### src/rtl/surface_height_pkg.sv
// Package for the surface height field decoder.
// Holds register offsets, descriptor field positions, surface kinds and the decoded result.
// Assumes a 32-bit classic Wishbone bus with byte-aligned word registers.
package surface_height_pkg;

    // ****************************************
    // Register offsets (byte addresses)
    // ****************************************
    localparam logic [7:0] CTRL_OFFSET = 8'h00;
    localparam logic [7:0] DESC_WORD2_OFFSET = 8'h04;
    localparam logic [7:0] DESC_WORD3_OFFSET = 8'h08;
    localparam logic [7:0] STATUS_OFFSET = 8'h0c;
    localparam logic [7:0] ROWS_OFFSET = 8'h10;
    localparam logic [7:0] FRAME_OFFSET = 8'h14;
    localparam logic [7:0] ENTRY_OFFSET = 8'h18;

    // ****************************************
    // Control register layout
    // ****************************************
    localparam int CTRL_KIND_LSB = 0;
    localparam int CTRL_KIND_W = 3;
    localparam int CTRL_RAW_BIT = 3;
    localparam int CTRL_STRIDE_BIT = 4;
    localparam int CTRL_LOD_LSB = 5;
    localparam int CTRL_LOD_W = 4;

    // ****************************************
    // Status register layout
    // ****************************************
    localparam int STAT_HEIGHT_FAULT_BIT = 0;
    localparam int STAT_UNUSED_FAULT_BIT = 1;
    localparam int STAT_IS_BUFFER_BIT = 2;
    localparam int STAT_KIND_FAULT_BIT = 3;
    localparam int STAT_RESERVED_FAULT_BIT = 4;
    localparam int STAT_BYTES_BIT = 5;
    localparam int ROWS_LOD_LSB = 16;

    // ****************************************
    // Descriptor field positions
    // ****************************************
    localparam int HEIGHT_MSB = 29;
    localparam int HEIGHT_LSB = 16;
    localparam int HEIGHT_W = 14;
    localparam int WIDTH_MSB = 13;
    localparam int WIDTH_LSB = 0;
    localparam int WIDTH_W = 14;
    localparam int WIDTH_BUF_W = 7;
    localparam int DEPTH_MSB = 31;
    localparam int DEPTH_LSB = 21;
    localparam int DEPTH_W = 11;
    localparam int DEPTH_RAW_W = 10;
    localparam int DEPTH_TYPED_W = 7;
    localparam int DEPTH_STRUCT_W = 6;
    localparam int ROWS_W = 15;
    localparam int ENTRY_W = 32;

    // ****************************************
    // Reset values
    // ****************************************
    localparam logic [31:0] DESC_RESET = 32'h0000_0000;
    localparam logic [CTRL_KIND_W-1:0] KIND_RESET = 3'h1;

    // Surface kinds
    typedef enum logic [2:0]
    {
        SINGLE_ROW_SURFACE_KIND = 3'h0,
        PLANAR_SURFACE_KIND = 3'h1,
        VOLUME_SURFACE_KIND = 3'h2,
        SIX_FACE_SURFACE_KIND = 3'h3,
        TYPED_LINEAR_BUFFER_KIND = 3'h4,
        STRUCTURED_LINEAR_BUFFER_KIND = 3'h5
    } surface_kind_t;

    // Decoded result for the sampling and data-port consumers
    typedef struct packed
    {
        logic [ROWS_W-1:0] baseRows;
        logic [ROWS_W-1:0] lodRows;
        logic [ROWS_W:0] frameRows;
        logic [ENTRY_W-1:0] entryCount;
        logic isBuffer;
        logic entryIsBytes;
        logic heightFault;
        logic unusedFault;
        logic kindFault;
        logic reservedFault;
    } decode_t;

endpackage

### src/rtl/entry_count_rebuild.sv
// Rebuilds a linear buffer entry count from its three descriptor slices.
// Assumes the caller has already masked the depth slice to the width the buffer kind uses.
`timescale 1ns/10ps

module entry_count_rebuild #(
    parameter int DEPTH_SLICE_W = 10,
    parameter int HEIGHT_SLICE_W = 14,
    parameter int WIDTH_SLICE_W = 7
)
(
    // Slices of the entry count minus one
    input wire logic [DEPTH_SLICE_W-1:0] depthSlice,
    input wire logic [HEIGHT_SLICE_W-1:0] heightSlice,
    input wire logic [WIDTH_SLICE_W-1:0] widthSlice,
    // Rebuilt count, one wider than the joined slices
    output logic [DEPTH_SLICE_W+HEIGHT_SLICE_W+WIDTH_SLICE_W:0] entryCount
);

    localparam int JOIN_W = DEPTH_SLICE_W + HEIGHT_SLICE_W + WIDTH_SLICE_W;

    logic [JOIN_W-1:0] entryMinusOne;

    // Join slices, most significant first
    assign entryMinusOne = {depthSlice, heightSlice, widthSlice};

    // Add one with a carry bit so the top count does not wrap
    assign entryCount = {1'b0, entryMinusOne} + {{JOIN_W{1'b0}}, 1'b1};

endmodule

### src/rtl/surface_height_field_decode.sv
// Surface height field decoder with a classic Wishbone register slave.
// Software loads descriptor words two and three plus a control word; the decoded
// row counts and buffer entry count are held in flops for the consumers.
// Assumes a single 100 MHz clock and a master that keeps its request until ack.
//
// Decided for this implementation: register access over Wishbone and the placing of the registers.
`timescale 1ns/10ps

module surface_height_field_decode #(
    parameter int ADR_W = 8
)
(
    // Clock and reset
    input wire logic clk_sys,
    input wire logic rst,
    // Wishbone slave
    input wire logic wb_cyc_i,
    input wire logic wb_stb_i,
    input wire logic wb_we_i,
    input wire logic [ADR_W-1:0] wb_adr_i,
    input wire logic [3:0] wb_sel_i,
    input wire logic [31:0] wb_dat_i,
    output logic [31:0] wb_dat_o,
    output logic wb_ack_o,
    // Decoded result
    output surface_height_pkg::decode_t decoded
);

    // ****************************************
    // Declarations
    // ****************************************
    logic [surface_height_pkg::CTRL_KIND_W-1:0] kindSel;
    logic rawFormat;
    logic lineStride;
    logic [surface_height_pkg::CTRL_LOD_W-1:0] lodSelect;
    logic [31:0] descWord2;
    logic [31:0] descWord3;
    logic busRequest;
    logic writeStrobe;
    logic [5:0] wordIndex;
    surface_height_pkg::surface_kind_t kind;
    logic [surface_height_pkg::HEIGHT_W-1:0] heightField;
    logic [surface_height_pkg::WIDTH_W-1:0] widthField;
    logic [surface_height_pkg::DEPTH_W-1:0] depthField;
    logic [surface_height_pkg::DEPTH_RAW_W-1:0] depthSlice;
    logic [surface_height_pkg::ENTRY_W-1:0] rebuiltCount;
    surface_height_pkg::decode_t next_decoded;
    logic [31:0] next_readData;

    // Byte-lane merge for register writes
    function automatic logic [31:0] mergeBytes(input logic [31:0] oldValue, input logic [31:0] newValue,
                                               input logic [3:0] sel);
        logic [31:0] mask;
        mask = {{8{sel[3]}}, {8{sel[2]}}, {8{sel[1]}}, {8{sel[0]}}};
        mergeBytes = (oldValue & ~mask) | (newValue & mask);
    endfunction

    // ****************************************
    // Wishbone handshake
    // ****************************************

    // One request per access, ack dropped the cycle after it is given
    assign busRequest = wb_cyc_i & wb_stb_i & ~wb_ack_o;
    assign writeStrobe = busRequest & wb_we_i;
    assign wordIndex = wb_adr_i[7:2];

    // Registered acknowledge
    always_ff @(posedge clk_sys or posedge rst)
    begin
        if (rst)
        begin
            wb_ack_o <= 1'b0;
        end
        else
        begin
            wb_ack_o <= busRequest;
        end
    end

    // ****************************************
    // Writable registers
    // ****************************************

    // Control word: surface kind, raw format, line skip, level select
    always_ff @(posedge clk_sys or posedge rst)
    begin
        if (rst)
        begin
            kindSel <= surface_height_pkg::KIND_RESET;
            rawFormat <= 1'b0;
            lineStride <= 1'b0;
            lodSelect <= '0;
        end
        else if (writeStrobe && wordIndex == surface_height_pkg::CTRL_OFFSET[7:2])
        begin
            if (wb_sel_i[0])
            begin
                kindSel <= wb_dat_i[surface_height_pkg::CTRL_KIND_LSB +: surface_height_pkg::CTRL_KIND_W];
                rawFormat <= wb_dat_i[surface_height_pkg::CTRL_RAW_BIT];
                lineStride <= wb_dat_i[surface_height_pkg::CTRL_STRIDE_BIT];
                lodSelect[2:0] <= wb_dat_i[surface_height_pkg::CTRL_LOD_LSB +: 3];
            end
            if (wb_sel_i[1])
            begin
                lodSelect[3] <= wb_dat_i[surface_height_pkg::CTRL_LOD_LSB + 3];
            end
        end
    end

    // Descriptor word two, holding height and width
    always_ff @(posedge clk_sys or posedge rst)
    begin
        if (rst)
        begin
            descWord2 <= surface_height_pkg::DESC_RESET;
        end
        else if (writeStrobe && wordIndex == surface_height_pkg::DESC_WORD2_OFFSET[7:2])
        begin
            descWord2 <= mergeBytes(descWord2, wb_dat_i, wb_sel_i);
        end
    end

    // Descriptor word three, holding depth
    always_ff @(posedge clk_sys or posedge rst)
    begin
        if (rst)
        begin
            descWord3 <= surface_height_pkg::DESC_RESET;
        end
        else if (writeStrobe && wordIndex == surface_height_pkg::DESC_WORD3_OFFSET[7:2])
        begin
            descWord3 <= mergeBytes(descWord3, wb_dat_i, wb_sel_i);
        end
    end

    // ****************************************
    // Field extraction
    // ****************************************

    // Height field, unsigned 14 bits
    assign heightField = descWord2[surface_height_pkg::HEIGHT_MSB:surface_height_pkg::HEIGHT_LSB];
    assign widthField = descWord2[surface_height_pkg::WIDTH_MSB:surface_height_pkg::WIDTH_LSB];
    assign depthField = descWord3[surface_height_pkg::DEPTH_MSB:surface_height_pkg::DEPTH_LSB];
    assign kind = surface_height_pkg::surface_kind_t'(kindSel);

    // Depth slice masked to the width each buffer kind uses
    always_comb
    begin
        depthSlice = '0;
        case (kind)
            surface_height_pkg::TYPED_LINEAR_BUFFER_KIND:
            begin
                if (rawFormat)
                begin
                    depthSlice = depthField[surface_height_pkg::DEPTH_RAW_W-1:0];
                end
                else
                begin
                    depthSlice = {3'h0, depthField[surface_height_pkg::DEPTH_TYPED_W-1:0]};
                end
            end
            surface_height_pkg::STRUCTURED_LINEAR_BUFFER_KIND:
            begin
                depthSlice = {4'h0, depthField[surface_height_pkg::DEPTH_STRUCT_W-1:0]};
            end
            default:
            begin
                depthSlice = '0;
            end
        endcase
    end

    // Entry count rebuild from depth, height and width slices
    entry_count_rebuild #(
        .DEPTH_SLICE_W(surface_height_pkg::DEPTH_RAW_W),
        .HEIGHT_SLICE_W(surface_height_pkg::HEIGHT_W),
        .WIDTH_SLICE_W(surface_height_pkg::WIDTH_BUF_W)
    ) entryRebuild (
        .depthSlice(depthSlice),
        .heightSlice(heightField),
        .widthSlice(widthField[surface_height_pkg::WIDTH_BUF_W-1:0]),
        .entryCount(rebuiltCount)
    );

    // ****************************************
    // Decode
    // ****************************************

    // Row counts, buffer count and descriptor faults
    always_comb
    begin
        next_decoded = '0;
        next_decoded.reservedFault = (descWord2[31:30] != 2'h0) | (descWord2[15:14] != 2'h0);
        case (kind)
            surface_height_pkg::SINGLE_ROW_SURFACE_KIND:
            begin
                next_decoded.baseRows = 15'h0001;
                next_decoded.heightFault = (heightField != '0);
            end
            surface_height_pkg::PLANAR_SURFACE_KIND,
            surface_height_pkg::VOLUME_SURFACE_KIND,
            surface_height_pkg::SIX_FACE_SURFACE_KIND:
            begin
                // Field is rows minus one of the base level
                next_decoded.baseRows = {1'b0, heightField} + 15'h0001;
            end
            surface_height_pkg::TYPED_LINEAR_BUFFER_KIND:
            begin
                next_decoded.isBuffer = 1'b1;
                next_decoded.entryCount = rebuiltCount;
                next_decoded.entryIsBytes = rawFormat;
                // Unused upper bits are expected to be zero
                if (rawFormat)
                begin
                    next_decoded.unusedFault = (widthField[13:7] != 7'h00) | depthField[10];
                end
                else
                begin
                    next_decoded.unusedFault = (widthField[13:7] != 7'h00) | (depthField[10:7] != 4'h0);
                end
            end
            surface_height_pkg::STRUCTURED_LINEAR_BUFFER_KIND:
            begin
                next_decoded.isBuffer = 1'b1;
                next_decoded.entryCount = rebuiltCount;
                next_decoded.unusedFault = (widthField[13:7] != 7'h00) | (depthField[10:6] != 5'h00);
            end
            default:
            begin
                next_decoded.kindFault = 1'b1;
            end
        endcase
        // Rows of the selected detail level, never below one for image kinds
        next_decoded.lodRows = next_decoded.baseRows >> lodSelect;
        if (next_decoded.lodRows == '0 && !next_decoded.isBuffer && !next_decoded.kindFault)
        begin
            next_decoded.lodRows = 15'h0001;
        end
        // Height is one field when lines are skipped, so the frame is twice as tall
        if (lineStride)
        begin
            next_decoded.frameRows = {next_decoded.baseRows, 1'b0};
        end
        else
        begin
            next_decoded.frameRows = {1'b0, next_decoded.baseRows};
        end
    end

    // Result held in flops for the consumers
    always_ff @(posedge clk_sys or posedge rst)
    begin
        if (rst)
        begin
            decoded <= '0;
        end
        else
        begin
            decoded <= next_decoded;
        end
    end

    // ****************************************
    // Read path
    // ****************************************

    // Read multiplexer, zero on unmapped words
    always_comb
    begin
        next_readData = 32'h0000_0000;
        case (wordIndex)
            surface_height_pkg::CTRL_OFFSET[7:2]:
            begin
                next_readData[surface_height_pkg::CTRL_KIND_LSB +: surface_height_pkg::CTRL_KIND_W] = kindSel;
                next_readData[surface_height_pkg::CTRL_RAW_BIT] = rawFormat;
                next_readData[surface_height_pkg::CTRL_STRIDE_BIT] = lineStride;
                next_readData[surface_height_pkg::CTRL_LOD_LSB +: surface_height_pkg::CTRL_LOD_W] = lodSelect;
            end
            surface_height_pkg::DESC_WORD2_OFFSET[7:2]:
            begin
                next_readData = descWord2;
            end
            surface_height_pkg::DESC_WORD3_OFFSET[7:2]:
            begin
                next_readData = descWord3;
            end
            surface_height_pkg::STATUS_OFFSET[7:2]:
            begin
                next_readData[surface_height_pkg::STAT_HEIGHT_FAULT_BIT] = decoded.heightFault;
                next_readData[surface_height_pkg::STAT_UNUSED_FAULT_BIT] = decoded.unusedFault;
                next_readData[surface_height_pkg::STAT_IS_BUFFER_BIT] = decoded.isBuffer;
                next_readData[surface_height_pkg::STAT_KIND_FAULT_BIT] = decoded.kindFault;
                next_readData[surface_height_pkg::STAT_RESERVED_FAULT_BIT] = decoded.reservedFault;
                next_readData[surface_height_pkg::STAT_BYTES_BIT] = decoded.entryIsBytes;
            end
            surface_height_pkg::ROWS_OFFSET[7:2]:
            begin
                next_readData[surface_height_pkg::ROWS_W-1:0] = decoded.baseRows;
                next_readData[surface_height_pkg::ROWS_LOD_LSB +: surface_height_pkg::ROWS_W] = decoded.lodRows;
            end
            surface_height_pkg::FRAME_OFFSET[7:2]:
            begin
                next_readData[surface_height_pkg::ROWS_W:0] = decoded.frameRows;
            end
            surface_height_pkg::ENTRY_OFFSET[7:2]:
            begin
                next_readData = decoded.entryCount;
            end
            default:
            begin
                next_readData = 32'h0000_0000;
            end
        endcase
    end

    // Read data captured with the acknowledge
    always_ff @(posedge clk_sys or posedge rst)
    begin
        if (rst)
        begin
            wb_dat_o <= 32'h0000_0000;
        end
        else if (busRequest && !wb_we_i)
        begin
            wb_dat_o <= next_readData;
        end
    end

endmodule

### config.mk
export PLATFORM = sky130hd
export DESIGN_NAME = surface_height_field_decode
export DESIGN_NICKNAME = d
export VERILOG_FILES = /design/src/rtl/surface_height_pkg.sv /design/src/rtl/entry_count_rebuild.sv /design/src/rtl/surface_height_field_decode.sv
export SDC_FILE = /design/constraint.sdc
export NUM_CORES = 1
export LEC_CHECK = 0
export BUFFER_PORTS_ARGS = -buffer_cell sky130_fd_sc_hd__buf_2
export CAP_MARGIN = 20
export CORE_UTILIZATION = 45
export DETAILED_ROUTE_END_ITERATION = 8
export PLACE_DENSITY = 0.67
export SETUP_SLACK_MARGIN = 0.1
export SYNTH_ARGS = -nofsm -noshare
export SYNTH_HDL_FRONTEND = slang
export SYNTH_SLANG_ARGS = --single-unit
### constraint.sdc
create_clock -name clk_sys -period 6.4 [get_ports clk_sys]
set_input_delay 0.64 -clock clk_sys [delete_from_list [all_inputs] [get_ports clk_sys]]
set_output_delay 0.64 -clock clk_sys [all_outputs]
set_load 0.01 [all_outputs]
==> results.toml <==
[timing]
finalSetupViolCount = 0
period_needed_ps = 3908
final-hold-violation-count = 0
fin_worst_skew_ps = 11.34
fin_crit_sh = 0.6107
whs_ps = 401.7
max_clock_freq_ghz = 0.2559
fin_setup_tns_ps = 0
relSlewSlack = 0.3667
rsz0062_at_grt = "false"
slew_viol_final = 0
tightestPinTransition_ps = 950.0

[yosys]
synthXorXnorAreaFrac = 0.03857
synthMuxAreaShare = 0.1270
avgSynthCellArea_um2 = 10.79
synth-seq-area-share = 0.5236
syn_inst = 842
dominantRegCellSynth = "dfrtp_1"
synth_compound_area_frac = 0.1371
synth_most_common_cell = "dfrtp_1"
yosysTopAreaCell = "dfrtp_1"
yosysWarnings = 0
synth-adder-area-share = 0.004132
netlist.area_leader.share = 0.5207
synth_edf_count = 0
netlist-cell-type-count = 65
yosys.area_share.simple = 0.1408
synth_common_cells = "dfrtp_1, mux2_2, nor2_1, nand2_1, clkbuf_1"
synth-seq-cells = 190
syn_area_um2 = 9084
yosys-top-cells-area = "dfrtp_1, mux2_2, nor2_1, nand2_1, a221oi_1"
syn_nets = 894
synth_top_family_by_area = "simple AND/OR/NAND/NOR gates"
synthArstFlopShare = 1.000

[pwr]
internal_power_w = 0.001910
powerDensity_nw_per_um2 = 234.8
power_frac_comb = 0.059
p_leak_nw = 5.253
pwr-share-seq = 0.498
p_sw_w = 0.0006174
ir_drop_mv = 0.1688
p_sw_frac = 0.2443
clkPwrFrac = 0.444

[setup_path]
crit_fanout = 8
cp.required_ps = 6750
crit_type = "flop to flop"
critPathCaptureType = "flop"
worstPathArrival_ps = 4260
cp-start-kind = "flop"

[placement]
dp_hpwl_mm = 19.90
routabilityCongestion = 0.9294
place_area_um2 = 10120
placedCellCount = 1228
numPortBuffers = 163

[routing]
drt_iter0_markers = 681
wl_per_cell_um = 21.90
avgViaCountPerCell = 5.899
vias = 7444
ant_nets = 0
drc = 0
dr.pass1.iters = 5
drt_wl_total_mm = 27.64

[clocking]
cts_tree = "built"
cts_max_path_buffers = 2
cts_hold_buf = 0
clkLatencyLatePin_ps = 440
cts_setup_buffers = 0
h-tree-depth = 4
cts-buffers-inserted = 17
clk_pin_slew_ps = 70
cts.sinks = 190
root_buffer = "clkbuf_16"
cts.repair.resized = 0

[worst_hold_path]
min-delay-path-class = "input port to asynchronous set/reset pin"

[cells_and_area]
final-instance-count-excl-fill = 1262
post-route-util = 0.5477
area_growth_pct = 18.50
fin_nets = 1036
post-route-cell-area_um2 = 10760
nFillCells = 1785
drive_above_1_share = 0.3109
diodes = 0

[die]
fp.dieH_um = 144.1
die-area_um2 = 20760
fp.dieW_um = 144.1
rows = 51
num_io_pins = 166
design.core.area_um2 = 19650
start_util = 0.4622

[grt]
grt_overflow_total = 0
grt_max_degree = 134
grt_pass1_vias = 6974
antenna_found_initial = 0
grt_util_all_layers = 0.2730
grt_pass1_wl_mm = 41.42

[status]
status = "complete, no violations"

[flow_run]
cap_violations = 0
critical path, stage by stage (launching register included):
cell,delay (ps)
dfrtp_1,540
ha_1,370
nand2_1,220
nor4_1,650
xor2_1,150
mux2i_1,350
nor2_1,90
or4_4,430
or4b_1,510
o41a_1,390
o22ai_2,120
worst paths after layout:
| path | startpoint | end | slack [ps] | depth (start not counted) |
|---|---|---|---|---|
| max | flop | decoded[54]$_DFF_PP0_ | 2490 | 10 |
| min | rst | wb_dat_o[9]$_DFFE_PP0P_ | 400 | 2 |
| max reg2reg | flop | decoded[54]$_DFF_PP0_ | 2490 | 10 |
| min reg2reg | wb_dat_o[27]$_DFFE_PP0P_ | wb_dat_o[27]$_DFFE_PP0P_ | 470 | 2 |
| max in group asynchronous | rst | decoded[24]$_DFF_PP0_ | 4680 | 3 |
| min in group clk_sys | wb_dat_i[16] | flop | 450 | 2 |
cell usage in the layout (no fill, tap or decap), types with 17 or more instances in the layout:
cell type  synthesis  final
dfrtp_1          189    189
buf_2              6    163
mux2_2            88     88
nor2_1            86     83
nand2_1           77     77
o21ai_0           37     37
a221oi_1          27     27
xor2_1            23     23
nand3_1           22     22
a22o_1            20     20
nor3_1            20     18
xnor2_1           17     17
clkbuf_16          0     17
power groups by stage:
stage,Combinational [W],Sequential [W],Clock (W)
2_1_floorplan,0.0000868,0.00127,0
3_3_place_gp,0.000148,0.00128,0
3_5_place_dp,0.000148,0.00128,0
4_1_cts,0.000149,0.00126,0.00113
5_1_grt,0.000165,0.00126,0.00118
6_report,0.000148,0.00126,0.00112
cells by family (layout without fill, tap and decap cells):
group           count (synthesis)  count (layout)
simple gates                  268             268
flops                         190             190
compound gates                171             171
mux                           103             103
buf+inv                        67             222
xor+xnor                       40              40
fa+ha+maj                       3               3
layer usage:
metal,track usage,up-vias,routed length [µm]
met3,0.04338,47,1870
met2,0.4104,340,12770
met1,0.3938,3712,12300
met5,0,-,0
li1,-,3345,-
met4,0.1075,0,697
stage by stage:
step / setup WS, ps / total power, W
CTS: 2528 / 0.002539
floorplan: 591.2 / 0.001359
global route: 2271 / 0.002607
finish: 2492 / 0.002528
detailed placement: 2558 / 0.001428
global placement: 2529 / 0.001427
area by class of cell:
cell class	count	area [µm²]	share of cell area
multi-input combinational	585	4088	0.3798
tap	265	331.6	0.03080
clock inverter	15	200.2	0.01860
sequential	190	4756	0.4418
timing repair buffer	173	892.1	0.08288
inverter	17	71.32	0.006626
clock buffer	17	425.4	0.03952
No activity file was read; power rests on OpenSTA's default activity.
